==> src/verilog/rcsm_consts.vh <==
`ifndef RCSM_CONSTS_VH
`define RCSM_CONSTS_VH
// register offsets (byte addresses)
`define RCSM_OFF_STROBE      8'h00
`define RCSM_OFF_CFG0        8'h04
`define RCSM_OFF_CFG1        8'h08
`define RCSM_OFF_CFG2        8'h0C
`define RCSM_OFF_STATE       8'h10
`define RCSM_OFF_RXTIME      8'h14
// strobe command codes
`define RCSM_CMD_RX          8'h01
`define RCSM_CMD_TX          8'h02
`define RCSM_CMD_SYNTH_READY_TX_STATE      8'h03
`define RCSM_CMD_IDLE        8'h04
`define RCSM_CMD_CAL         8'h05
// config field positions
`define RCSM_CFG0_AUTOCAL_LO 0
`define RCSM_CFG1_TXOFF_LO   0
`define RCSM_CFG1_RXOFF_LO   2
`define RCSM_CFG1_CCA_LO     4
`define RCSM_CFG2_QUAL_BIT   0
`define RCSM_CFG2_CSTERM_BIT 1
// reset values
`define RCSM_CFG0_RST        8'h00
`define RCSM_CFG1_RST        8'h30
`define RCSM_CFG2_RST        8'h00
`define RCSM_RXTIME_RST      16'h0000
// state numbers
`define RCSM_ST_IDLE         5'h01
`define RCSM_ST_CAL          5'h08
`define RCSM_ST_SETTLE       5'h09
`define RCSM_ST_RX           5'h0D
`define RCSM_ST_SYNTH_READY_TX_STATE       5'h12
`define RCSM_ST_TX           5'h13
`define RCSM_ST_TURN         5'h15
`define RCSM_ST_END          5'h16
// timing in system clock cycles
`define RCSM_T_MANCAL        19098
`define RCSM_T_IDLE_RX       16'h07A1
`define RCSM_T_IDLE_TX       16'h07A2
`define RCSM_T_WITH_CAL      20768
`define RCSM_T_TURN          16'h030E
`define RCSM_T_RX_IDLE       16'h0002
`define RCSM_T_RX_IDLE_CAL   18817
`define RCSM_T_TX_IDLE_CAL   18815
`endif

==> src/verilog/rcsm_delay.v <==
`default_nettype none
// loadable down counter, done pulses when it reaches zero
module rcsm_delay
#(
    parameter W = 16
)
(
    // clock and reset
    input  wire         sys_clk,
    input  wire         nrst,
    // control
    input  wire         load,
    input  wire [W-1:0] count,
    input  wire         abort,
    // status
    output reg          done,
    output reg          busy
);
    reg [W-1:0] cnt_reg; // remaining cycles

    // counter; load wins over abort so a restart is never lost
    always @(posedge sys_clk)
    begin
        if (!nrst)
        begin
            cnt_reg <= {W{1'b0}};
            busy    <= 1'b0;
            done    <= 1'b0;
        end
        else if (load)
        begin
            cnt_reg <= count;
            busy    <= 1'b1;
            done    <= 1'b0;
        end
        else if (abort)
        begin
            busy <= 1'b0;
            done <= 1'b0;
        end
        else if (busy)
        begin
            done    <= (cnt_reg == {{(W-1){1'b0}}, 1'b1});
            busy    <= (cnt_reg != {{(W-1){1'b0}}, 1'b1});
            cnt_reg <= cnt_reg - {{(W-1){1'b0}}, 1'b1};
        end
        else
        begin
            done <= 1'b0;
        end
    end
endmodule // rcsm_delay
`default_nettype wire

==> src/verilog/rcsm_ctrl.v <==
// Operation
// - state changes only on strobes or events
// - state number readable in status register
// - receive/transmit strobes start those modes
// - autocal chooses one of three points
// - calibrate strobe in idle, 19098 cycles
// - idle strobe return never calibrates
// - receive holds until packet or timeout
// - after receive go per field
// - stay-in-receive invalidates RSSI briefly
// - transmit holds until sent, then field
// - receive strobe ends transmission
// - tx strobes in receive need clear channel
// - idle strobe forces idle always
// - termination timer starts at receive entry
// - continue condition sync, or sync/preamble
// - idle to receive 1953 or 20768
// - idle to transmit 1954 or 20768
// - rx/tx switch 782, plus quarter symbol
// - receive to idle 2 or 18817
// - transmit to idle quarter symbol or +18815
// - carrier sense termination on first sample
// - no carrier or no sync returns idle
// - channel clear mode four requirements
`include "rcsm_consts.vh"
`default_nettype none
module rcsm_ctrl
#(
    parameter QSYM_CYCLES = 20,           // quarter symbol in sys_clk cycles
    parameter RSSI_CYCLES = 100,          // rssi response time in cycles
    parameter T_MANCAL    = `RCSM_T_MANCAL,
    parameter T_WITH_CAL  = `RCSM_T_WITH_CAL,
    parameter T_RXI_CAL   = `RCSM_T_RX_IDLE_CAL,
    parameter T_TXI_CAL   = `RCSM_T_TX_IDLE_CAL,
    parameter RXT_SCALE   = 64            // cycles per timeout unit
)
(
    // clock and reset
    input  wire        sys_clk,
    input  wire        nrst,
    // register port
    input  wire [7:0]  addr,
    input  wire [31:0] wdata,
    input  wire        wr,
    input  wire        rd,
    output reg  [31:0] rdata,
    // events from modem and packet engine
    input  wire        pkt_rx_done,
    input  wire        pkt_tx_done,
    input  wire        tx_underflow,
    input  wire        sync_found,
    input  wire        pq_reached,
    input  wire        cs_valid,
    input  wire        carrier,
    input  wire        rssi_below,
    input  wire        rx_busy,
    // radio status outputs
    output reg  [4:0]  radio_state_number,
    output reg         synth_cal,
    output reg         rx_on,
    output reg         tx_on,
    output reg         rssi_valid
);
    // configuration
    reg [7:0]  cfg0_reg;       // auto_calibration_select
    reg [7:0]  cfg1_reg;       // after states, channel_clear_mode
    reg [7:0]  cfg2_reg;       // timeout qualifiers
    reg [15:0] rxtime_reg;     // receive timeout units, zero disables
    // state
    reg [4:0]  st_reg;         // state number
    reg [4:0]  tgt_reg;        // destination after a timed phase
    reg [1:0]  ret_cnt_reg;    // counts automatic returns to idle while autocal is 11
    reg        cs_seen_reg;    // first carrier sample already judged
    reg [31:0] rxt_reg;        // receive termination timer
    reg [15:0] rssi_cnt_reg;   // rssi settle counter
    // counter interface
    reg        dl_load;
    reg [15:0] dl_count;
    wire       dl_done;
    wire       dl_busy;
    wire [1:0] autocal   = cfg0_reg[`RCSM_CFG0_AUTOCAL_LO +: 2];
    wire [1:0] txoff     = cfg1_reg[`RCSM_CFG1_TXOFF_LO +: 2];
    wire [1:0] rxoff     = cfg1_reg[`RCSM_CFG1_RXOFF_LO +: 2];
    wire [1:0] channel_clear_mode  = cfg1_reg[`RCSM_CFG1_CCA_LO +: 2];
    wire       time_qual = cfg2_reg[`RCSM_CFG2_QUAL_BIT];
    wire       cs_term   = cfg2_reg[`RCSM_CFG2_CSTERM_BIT];
    // one strobe per write cycle
    wire       strobe  = wr && (addr == `RCSM_OFF_STROBE);
    wire       s_rx    = strobe && (wdata[7:0] == `RCSM_CMD_RX);
    wire       s_tx    = strobe && (wdata[7:0] == `RCSM_CMD_TX);
    wire       s_fs    = strobe && (wdata[7:0] == `RCSM_CMD_SYNTH_READY_TX_STATE);
    wire       s_idle  = strobe && (wdata[7:0] == `RCSM_CMD_IDLE);
    wire       s_cal   = strobe && (wdata[7:0] == `RCSM_CMD_CAL);
    // clear channel per mode
    reg cca_ok;
    always @*
    begin
        case (channel_clear_mode)
            2'b00:   cca_ok = 1'b1;
            2'b01:   cca_ok = rssi_below;
            2'b10:   cca_ok = !rx_busy;
            default: cca_ok = rssi_below && !rx_busy;
        endcase
    end
    // timeout expired and stay condition fails
    wire rx_keep    = sync_found || (time_qual && pq_reached);
    wire rxt_expire = (rxtime_reg != 16'h0000) && (rxt_reg == 32'h0000_0001);
    wire cs_fail    = cs_term && !cs_seen_reg && cs_valid && !carrier;
    // does the next automatic return to idle calibrate
    wire auto_cal_ret = (autocal == 2'b10) ||
                        ((autocal == 2'b11) && (ret_cnt_reg == 2'b11));
    rcsm_delay #(
        .W (16)
    ) u_delay (
        .sys_clk (sys_clk),
        .nrst    (nrst),
        .load    (dl_load),
        .count   (dl_count),
        .abort   (s_idle),
        .done    (dl_done),
        .busy    (dl_busy)
    );
    // next-state decision
    reg [4:0] st_next;
    reg [4:0] tgt_next;
    reg       ret_auto;    // automatic return to idle happened
    reg       rssi_restart;
    always @*
    begin
        st_next      = st_reg;
        tgt_next     = tgt_reg;
        dl_load      = 1'b0;
        dl_count     = 16'h0000;
        ret_auto     = 1'b0;
        rssi_restart = 1'b0;
        if (s_idle)
        begin
            st_next = `RCSM_ST_IDLE;
        end
        else
        begin
            case (st_reg)
                `RCSM_ST_IDLE:
                begin
                    if (s_cal)
                    begin
                        st_next  = `RCSM_ST_CAL;
                        tgt_next = `RCSM_ST_IDLE;
                        dl_load  = 1'b1;
                        dl_count = T_MANCAL[15:0];
                    end
                    else if (s_rx || s_tx || s_fs)
                    begin
                        st_next  = (autocal == 2'b01) ? `RCSM_ST_CAL : `RCSM_ST_SETTLE;
                        tgt_next = s_rx ? `RCSM_ST_RX : (s_tx ? `RCSM_ST_TX : `RCSM_ST_SYNTH_READY_TX_STATE);
                        dl_load  = 1'b1;
                        if (autocal == 2'b01)
                            dl_count = T_WITH_CAL[15:0];
                        else if (s_rx)
                            dl_count = `RCSM_T_IDLE_RX;
                        else
                            dl_count = `RCSM_T_IDLE_TX;
                    end
                end
                `RCSM_ST_SYNTH_READY_TX_STATE:
                begin
                    if (s_tx || s_rx)
                    begin
                        st_next  = `RCSM_ST_TURN;
                        tgt_next = s_tx ? `RCSM_ST_TX : `RCSM_ST_RX;
                        dl_load  = 1'b1;
                        dl_count = `RCSM_T_TURN;
                    end
                end
                `RCSM_ST_RX:
                begin
                    if ((s_tx || s_fs) && cca_ok)
                    begin
                        st_next  = `RCSM_ST_TURN;
                        tgt_next = s_tx ? `RCSM_ST_TX : `RCSM_ST_SYNTH_READY_TX_STATE;
                        dl_load  = 1'b1;
                        dl_count = `RCSM_T_TURN;
                    end
                    else if (cs_fail || (rxt_expire && !rx_keep))
                    begin
                        st_next  = auto_cal_ret ? `RCSM_ST_CAL : `RCSM_ST_END;
                        tgt_next = `RCSM_ST_IDLE;
                        ret_auto = 1'b1;
                        dl_load  = 1'b1;
                        dl_count = auto_cal_ret ? T_RXI_CAL[15:0] : `RCSM_T_RX_IDLE;
                    end
                    else if (pkt_rx_done)
                    begin
                        case (rxoff)
                            2'b00:
                            begin
                                st_next  = auto_cal_ret ? `RCSM_ST_CAL : `RCSM_ST_END;
                                tgt_next = `RCSM_ST_IDLE;
                                ret_auto = 1'b1;
                                dl_load  = 1'b1;
                                dl_count = auto_cal_ret ? T_RXI_CAL[15:0] : `RCSM_T_RX_IDLE;
                            end
                            2'b01, 2'b10:
                            begin
                                st_next  = `RCSM_ST_TURN;
                                tgt_next = (rxoff == 2'b01) ? `RCSM_ST_SYNTH_READY_TX_STATE : `RCSM_ST_TX;
                                dl_load  = 1'b1;
                                dl_count = `RCSM_T_TURN;
                            end
                            default: rssi_restart = 1'b1;
                        endcase
                    end
                end
                `RCSM_ST_TX:
                begin
                    if (s_rx)
                    begin
                        st_next  = `RCSM_ST_TURN;
                        tgt_next = `RCSM_ST_RX;
                        dl_load  = 1'b1;
                        dl_count = `RCSM_T_TURN + QSYM_CYCLES[15:0];
                    end
                    else if (pkt_tx_done || tx_underflow)
                    begin
                        dl_load = 1'b1;
                        case (tx_underflow ? 2'b00 : txoff)
                            2'b00:
                            begin
                                st_next  = auto_cal_ret ? `RCSM_ST_CAL : `RCSM_ST_END;
                                tgt_next = `RCSM_ST_IDLE;
                                ret_auto = 1'b1;
                                dl_count = auto_cal_ret ? T_TXI_CAL[15:0] + QSYM_CYCLES[15:0]
                                                        : QSYM_CYCLES[15:0];
                            end
                            2'b01:
                            begin
                                st_next  = `RCSM_ST_END;
                                tgt_next = `RCSM_ST_SYNTH_READY_TX_STATE;
                                dl_count = QSYM_CYCLES[15:0];
                            end
                            2'b10:
                            begin
                                st_next  = `RCSM_ST_END;
                                tgt_next = `RCSM_ST_TX;
                                dl_count = QSYM_CYCLES[15:0];
                            end
                            default:
                            begin
                                st_next  = `RCSM_ST_TURN;
                                tgt_next = `RCSM_ST_RX;
                                dl_count = `RCSM_T_TURN + QSYM_CYCLES[15:0];
                            end
                        endcase
                    end
                end
                `RCSM_ST_CAL, `RCSM_ST_SETTLE, `RCSM_ST_TURN, `RCSM_ST_END:
                begin
                    if (dl_done)
                        st_next = tgt_reg;
                end
                default: st_next = `RCSM_ST_IDLE;
            endcase
        end
    end

    // single state register and the cycle counters
    always @(posedge sys_clk)
    begin
        if (!nrst)
        begin
            st_reg       <= `RCSM_ST_IDLE;
            tgt_reg      <= `RCSM_ST_IDLE;
            ret_cnt_reg  <= 2'b00;
            cs_seen_reg  <= 1'b0;
            rxt_reg      <= 32'h0000_0000;
            rssi_cnt_reg <= 16'h0000;
        end
        else
        begin
            st_reg  <= st_next;
            tgt_reg <= tgt_next;
            if (ret_auto && autocal == 2'b11)
                ret_cnt_reg <= ret_cnt_reg + 2'b01;
            // timer restarts on every entry to receive
            if (st_next == `RCSM_ST_RX && st_reg != `RCSM_ST_RX)
            begin
                rxt_reg     <= rxtime_reg * RXT_SCALE;
                cs_seen_reg <= 1'b0;
            end
            else if (rxt_reg != 32'h0000_0000)
                rxt_reg <= rxt_reg - 32'h0000_0001;
            if (st_reg == `RCSM_ST_RX && cs_valid)
                cs_seen_reg <= 1'b1;
            // rssi is stale until it settles again
            if (rssi_restart || (st_next == `RCSM_ST_RX && st_reg != `RCSM_ST_RX))
                rssi_cnt_reg <= RSSI_CYCLES[15:0];
            else if (rssi_cnt_reg != 16'h0000)
                rssi_cnt_reg <= rssi_cnt_reg - 16'h0001;
        end
    end

    // registered radio status outputs
    always @(posedge sys_clk)
    begin
        if (!nrst)
        begin
            radio_state_number <= `RCSM_ST_IDLE;
            synth_cal          <= 1'b0;
            rx_on              <= 1'b0;
            tx_on              <= 1'b0;
            rssi_valid         <= 1'b0;
        end
        else
        begin
            radio_state_number <= st_next;
            synth_cal          <= (st_next == `RCSM_ST_CAL);
            rx_on              <= (st_next == `RCSM_ST_RX);
            tx_on              <= (st_next == `RCSM_ST_TX);
            rssi_valid         <= (st_reg == `RCSM_ST_RX) && (rssi_cnt_reg == 16'h0000)
                                  && !rssi_restart;
        end
    end

    // register writes; software owns the test tuning setup
    always @(posedge sys_clk)
    begin
        if (!nrst)
        begin
            cfg0_reg   <= `RCSM_CFG0_RST;
            cfg1_reg   <= `RCSM_CFG1_RST;
            cfg2_reg   <= `RCSM_CFG2_RST;
            rxtime_reg <= `RCSM_RXTIME_RST;
        end
        else if (wr)
        begin
            case (addr)
                `RCSM_OFF_CFG0:   cfg0_reg   <= wdata[7:0];
                `RCSM_OFF_CFG1:   cfg1_reg   <= wdata[7:0];
                `RCSM_OFF_CFG2:   cfg2_reg   <= wdata[7:0];
                `RCSM_OFF_RXTIME: rxtime_reg <= wdata[15:0];
                default:          cfg0_reg   <= cfg0_reg;
            endcase
        end
    end

    // read data one cycle after the strobe, zero otherwise
    always @(posedge sys_clk)
    begin
        if (!nrst)
            rdata <= 32'h0000_0000;
        else if (rd)
        begin
            case (addr)
                `RCSM_OFF_CFG0:   rdata <= {24'h00_0000, cfg0_reg};
                `RCSM_OFF_CFG1:   rdata <= {24'h00_0000, cfg1_reg};
                `RCSM_OFF_CFG2:   rdata <= {24'h00_0000, cfg2_reg};
                `RCSM_OFF_RXTIME: rdata <= {16'h0000, rxtime_reg};
                `RCSM_OFF_STATE:  rdata <= {27'h000_0000, st_reg};
                default:          rdata <= 32'h0000_0000;
            endcase
        end
        else
            rdata <= 32'h0000_0000;
    end
endmodule // rcsm_ctrl
`default_nettype wire

==> config.mk <==
export PLATFORM = sky130hd
export DESIGN_NAME = rcsm_ctrl
export DESIGN_NICKNAME = d
export VERILOG_FILES = /design/src/verilog/rcsm_delay.v /design/src/verilog/rcsm_ctrl.v
export VERILOG_INCLUDE_DIRS = /design/src /design/src/verilog
export SDC_FILE = /design/constraint.sdc
export NUM_CORES = 1
export LEC_CHECK = 0
export CORE_MARGIN = 5
export CORE_UTILIZATION = 40
export CTS_BUF_LIST = sky130_fd_sc_hd__clkbuf_8
export CTS_CLUSTER_DIAMETER = 30
export DETAILED_ROUTE_END_ITERATION = 6
export DONT_BUFFER_PORTS = 1
export PLACE_DENSITY_LB_ADDON = 0.15
export SYNTH_ARGS = -nofsm -noshare
export SYNTH_HDL_FRONTEND = slang
export SYNTH_SLANG_ARGS = --single-unit
==> constraint.sdc <==
create_clock -name sys_clk -period 3.1 [get_ports sys_clk]
set_input_delay 0.31 -clock sys_clk [delete_from_list [all_inputs] [get_ports sys_clk]]
set_output_delay 0.31 -clock sys_clk [all_outputs]
set_load 0.01 [all_outputs]
==> flow_metrics.py <==
metrics = {
    "cells_and_area": {
        "fin_cells": 1206,
        "multi_input_area_sq_um": 4540,
        "area_delta_synth_final_pct": 15.7,
        "diodes": 0,
        "largest_reg_flops": 32,
        "fill_cells": 1898,
        "nets": 1025,
        "final-seq-area_sq_um": 2740,
        "layout-drive-gt1-share": 0.141,
    },
    "synthesis": {
        "synth_compound_gate_area_share": 0.126,
        "yosysMostFrequentCell": "dfxtp_1",
        "ys.flop_type": "dfxtp_1",
        "ys_async_sr_fraction": 0,
        "netlist.area_leader.share": 0.363,
        "synth_top_family_by_area": "simple AND/OR/NAND/NOR gates",
        "syn_area_sq_um": 7550,
        "yosysTopAreaCell": "dfxtp_1",
        "synth_seq_cells": 137,
        "synthCells": 901,
        "synth-adder-area-share": 0.0229,
        "synth_xor_area_frac": 0.0533,
        "muxShareOfSynthArea": 0.0779,
        "avgSynthCellArea_sq_um": 8.38,
        "yosys.area_share.simple": 0.306,
        "synth_area_leaders": "dfxtp_1 (36%), mux2i_1 (6.9%), nand2_1 (5.3%)",
        "ys_seq_area_frac": 0.363,
        "yosys_warnings": 0,
        "synth_cell_types": 77,
        "synth_edf_count": 0,
        "synthTopCellsByCount": "dfxtp_1 (137), nand2_1 (106), nor2_1 (87)",
    },
    "pwr": {
        "ir_worst_vdd_v": 0.000345,
        "p_leak_nw": 3.47,
        "power.total_mw": 5.45,
        "power.density_nw_per_um2": 623,
    },
    "placed_design": {
        "place_inst": 1151,
        "dp_hpwl_um": 15000,
        "port-buffer-count": 0,
        "finalWeightedCongestion": 0.933,
    },
    "job": {
        "maxCapViolations": 0,
    },
    "timing": {
        "hold_viol_final": 0,
        "min_period_ps": 2940,
        "fmax_mhz": 341,
        "clock_skew_ps": 20.0,
        "setup_viol": 0,
        "rsz0062_at_grt": "yes",
        "worst-slew-pin-transition_ps": 785,
        "timing.final.crit_share": 0.947,
        "max_slew_margin": 0.475,
        "drv_slew": 0,
    },
    "detailed_routing": {
        "num_vias": 6640,
        "wl_per_cell_um": 17.7,
        "wl_um": 21400,
        "drc": 0,
        "drt_iter0_markers": 478,
        "ant_nets": 0,
        "routed_via_density": 5.51,
        "first_pass_iters": 5,
    },
    "critical_path": {
        "crit_fanout": 25,
        "worstSetupStartpointType": "flip-flop",
        "critPathKind": "reg2reg",
        "cp.arrival_ps": 3290,
        "cp.required_ps": 3450,
        "crit_path_end_kind": "flip-flop",
    },
    "cts": {
        "clk_latency_ps": 470,
        "htreeDepth": 4,
        "clkSlewWorstSetupHoldPaths_ps": 90,
        "cts-root-buf": "clkbuf_8",
        "cts_tree": "built",
        "cts_max_path_buffers": 2,
        "cts.sinks": 137,
        "cts_setup_buffers": 0,
        "cts_made_buffers": 17,
    },
    "floorplan": {
        "rows": 50,
        "fp.coreArea_sq_um": 18600,
        "die-area_sq_um": 21700,
        "start_util": 0.405,
        "die_h_um": 147,
        "die_w_um": 147,
        "ios": 94,
    },
    "grt": {
        "grt_overflow_total": 0,
        "grt_max_degree": 59,
        "grt_pass1_vias": 6510,
        "antenna_found_initial": 0,
        "grt_usage": 0.199,
        "grt_pass1_wl_um": 34800,
    },
    "min_path": {
        "hold_class": "in2reg",
    },
    "status": {
        "status": "completed",
    },
}
cell type report:
type,instances,area share
well taps,234,0.0335
clock buffers,18,0.0284
inverters,16,0.00687
flip-flops and latches,137,0.314
multi-input cells,704,0.519
repair buffers,83,0.0833
clock inverters,14,0.0146
cells in the final DEF (no fill, tap or decap), drive strengths merged, types with 29 or more instances in the layout:
cell type  count
nand2        107
nor2          88
dfxtp        137
nor4          32
mux2i         52
a21oi         50
nor3          57
nand3         30
xnor2         29
buf           61
timing repair:
item / 4_1_cts / 5_1_grt
hold endpoints to repair: 63 / 0
endpoints found under the setup margin: 0 / 44
hold buffers: 23 / 0
resized for setup: 0 / 10
through the flow:
stage | setup WS, ps | util | cell area (sq um) | TNS (ps) | hold WS, ps
finish | 165 | 0.469 | 8740 | 0 | 23.6
global route | -27.7 | 0.469 | 8740 | -44.2 | 25.5
CTS | 38.1 | 0.466 | 8690 | 0 | 0.479
detailed placement | 91.8 | 0.433 | 8080 | 0 | 385
global placement | 126 | 0.433 | 8080 | 0 | 382
floorplan | 479 | - | 7610 | 0 | 432
logic make-up after synthesis:
family                     Yosys count
other                                1
and+or+nand+nor                    422
adders and majority gates           14
xor gates and xnor gates            46
muxes                               58
AOI/OAI and AO/OA                  148
DFF                                137
buffers and inverters               75
per-layer routing:
metal  global-route usage  wire [um]  vias to the layer above
met5                    0          0                        -
met2                0.309       9540                      184
met1                0.273      10200                     3103
li1                     -          -                     3324
met3               0.0417       1220                       29
met4               0.0708        452                        0
critical path, cell delays in order, from the launching register on:
cell and delay (ps):
dfxtp_1 340, nor4_2 270, buf_4 150, nand4_2 140, buf_4 180, or4_4 580
a31oi_1 290, o221ai_2 150, nand2_2 150, nor4b_4 60, buf_12 190, a2111oi_2 320
report_power, final:
group          leakage [nW]  total [mW]  switching, mW  internal [mW]
Clock                 0.193        1.44          0.830          0.612
Combinational          2.16        1.81          0.913          0.900
Sequential             1.11        2.19          0.219           1.97
path summary, 6_finish.rpt:
check                            startpoint           to  slack, ps  cells past startpoint
worst min register to register  cfg0_reg[6]     rdata[6]        460                      2
worst max-delay path            rxt_reg[31]   rxt_reg[1]        160                     11
worst min-delay path                   nrst  rxt_reg[20]         20                      2
worst max register to register  rxt_reg[31]   rxt_reg[1]        160                     11
(Power assumes the default switching activity.)
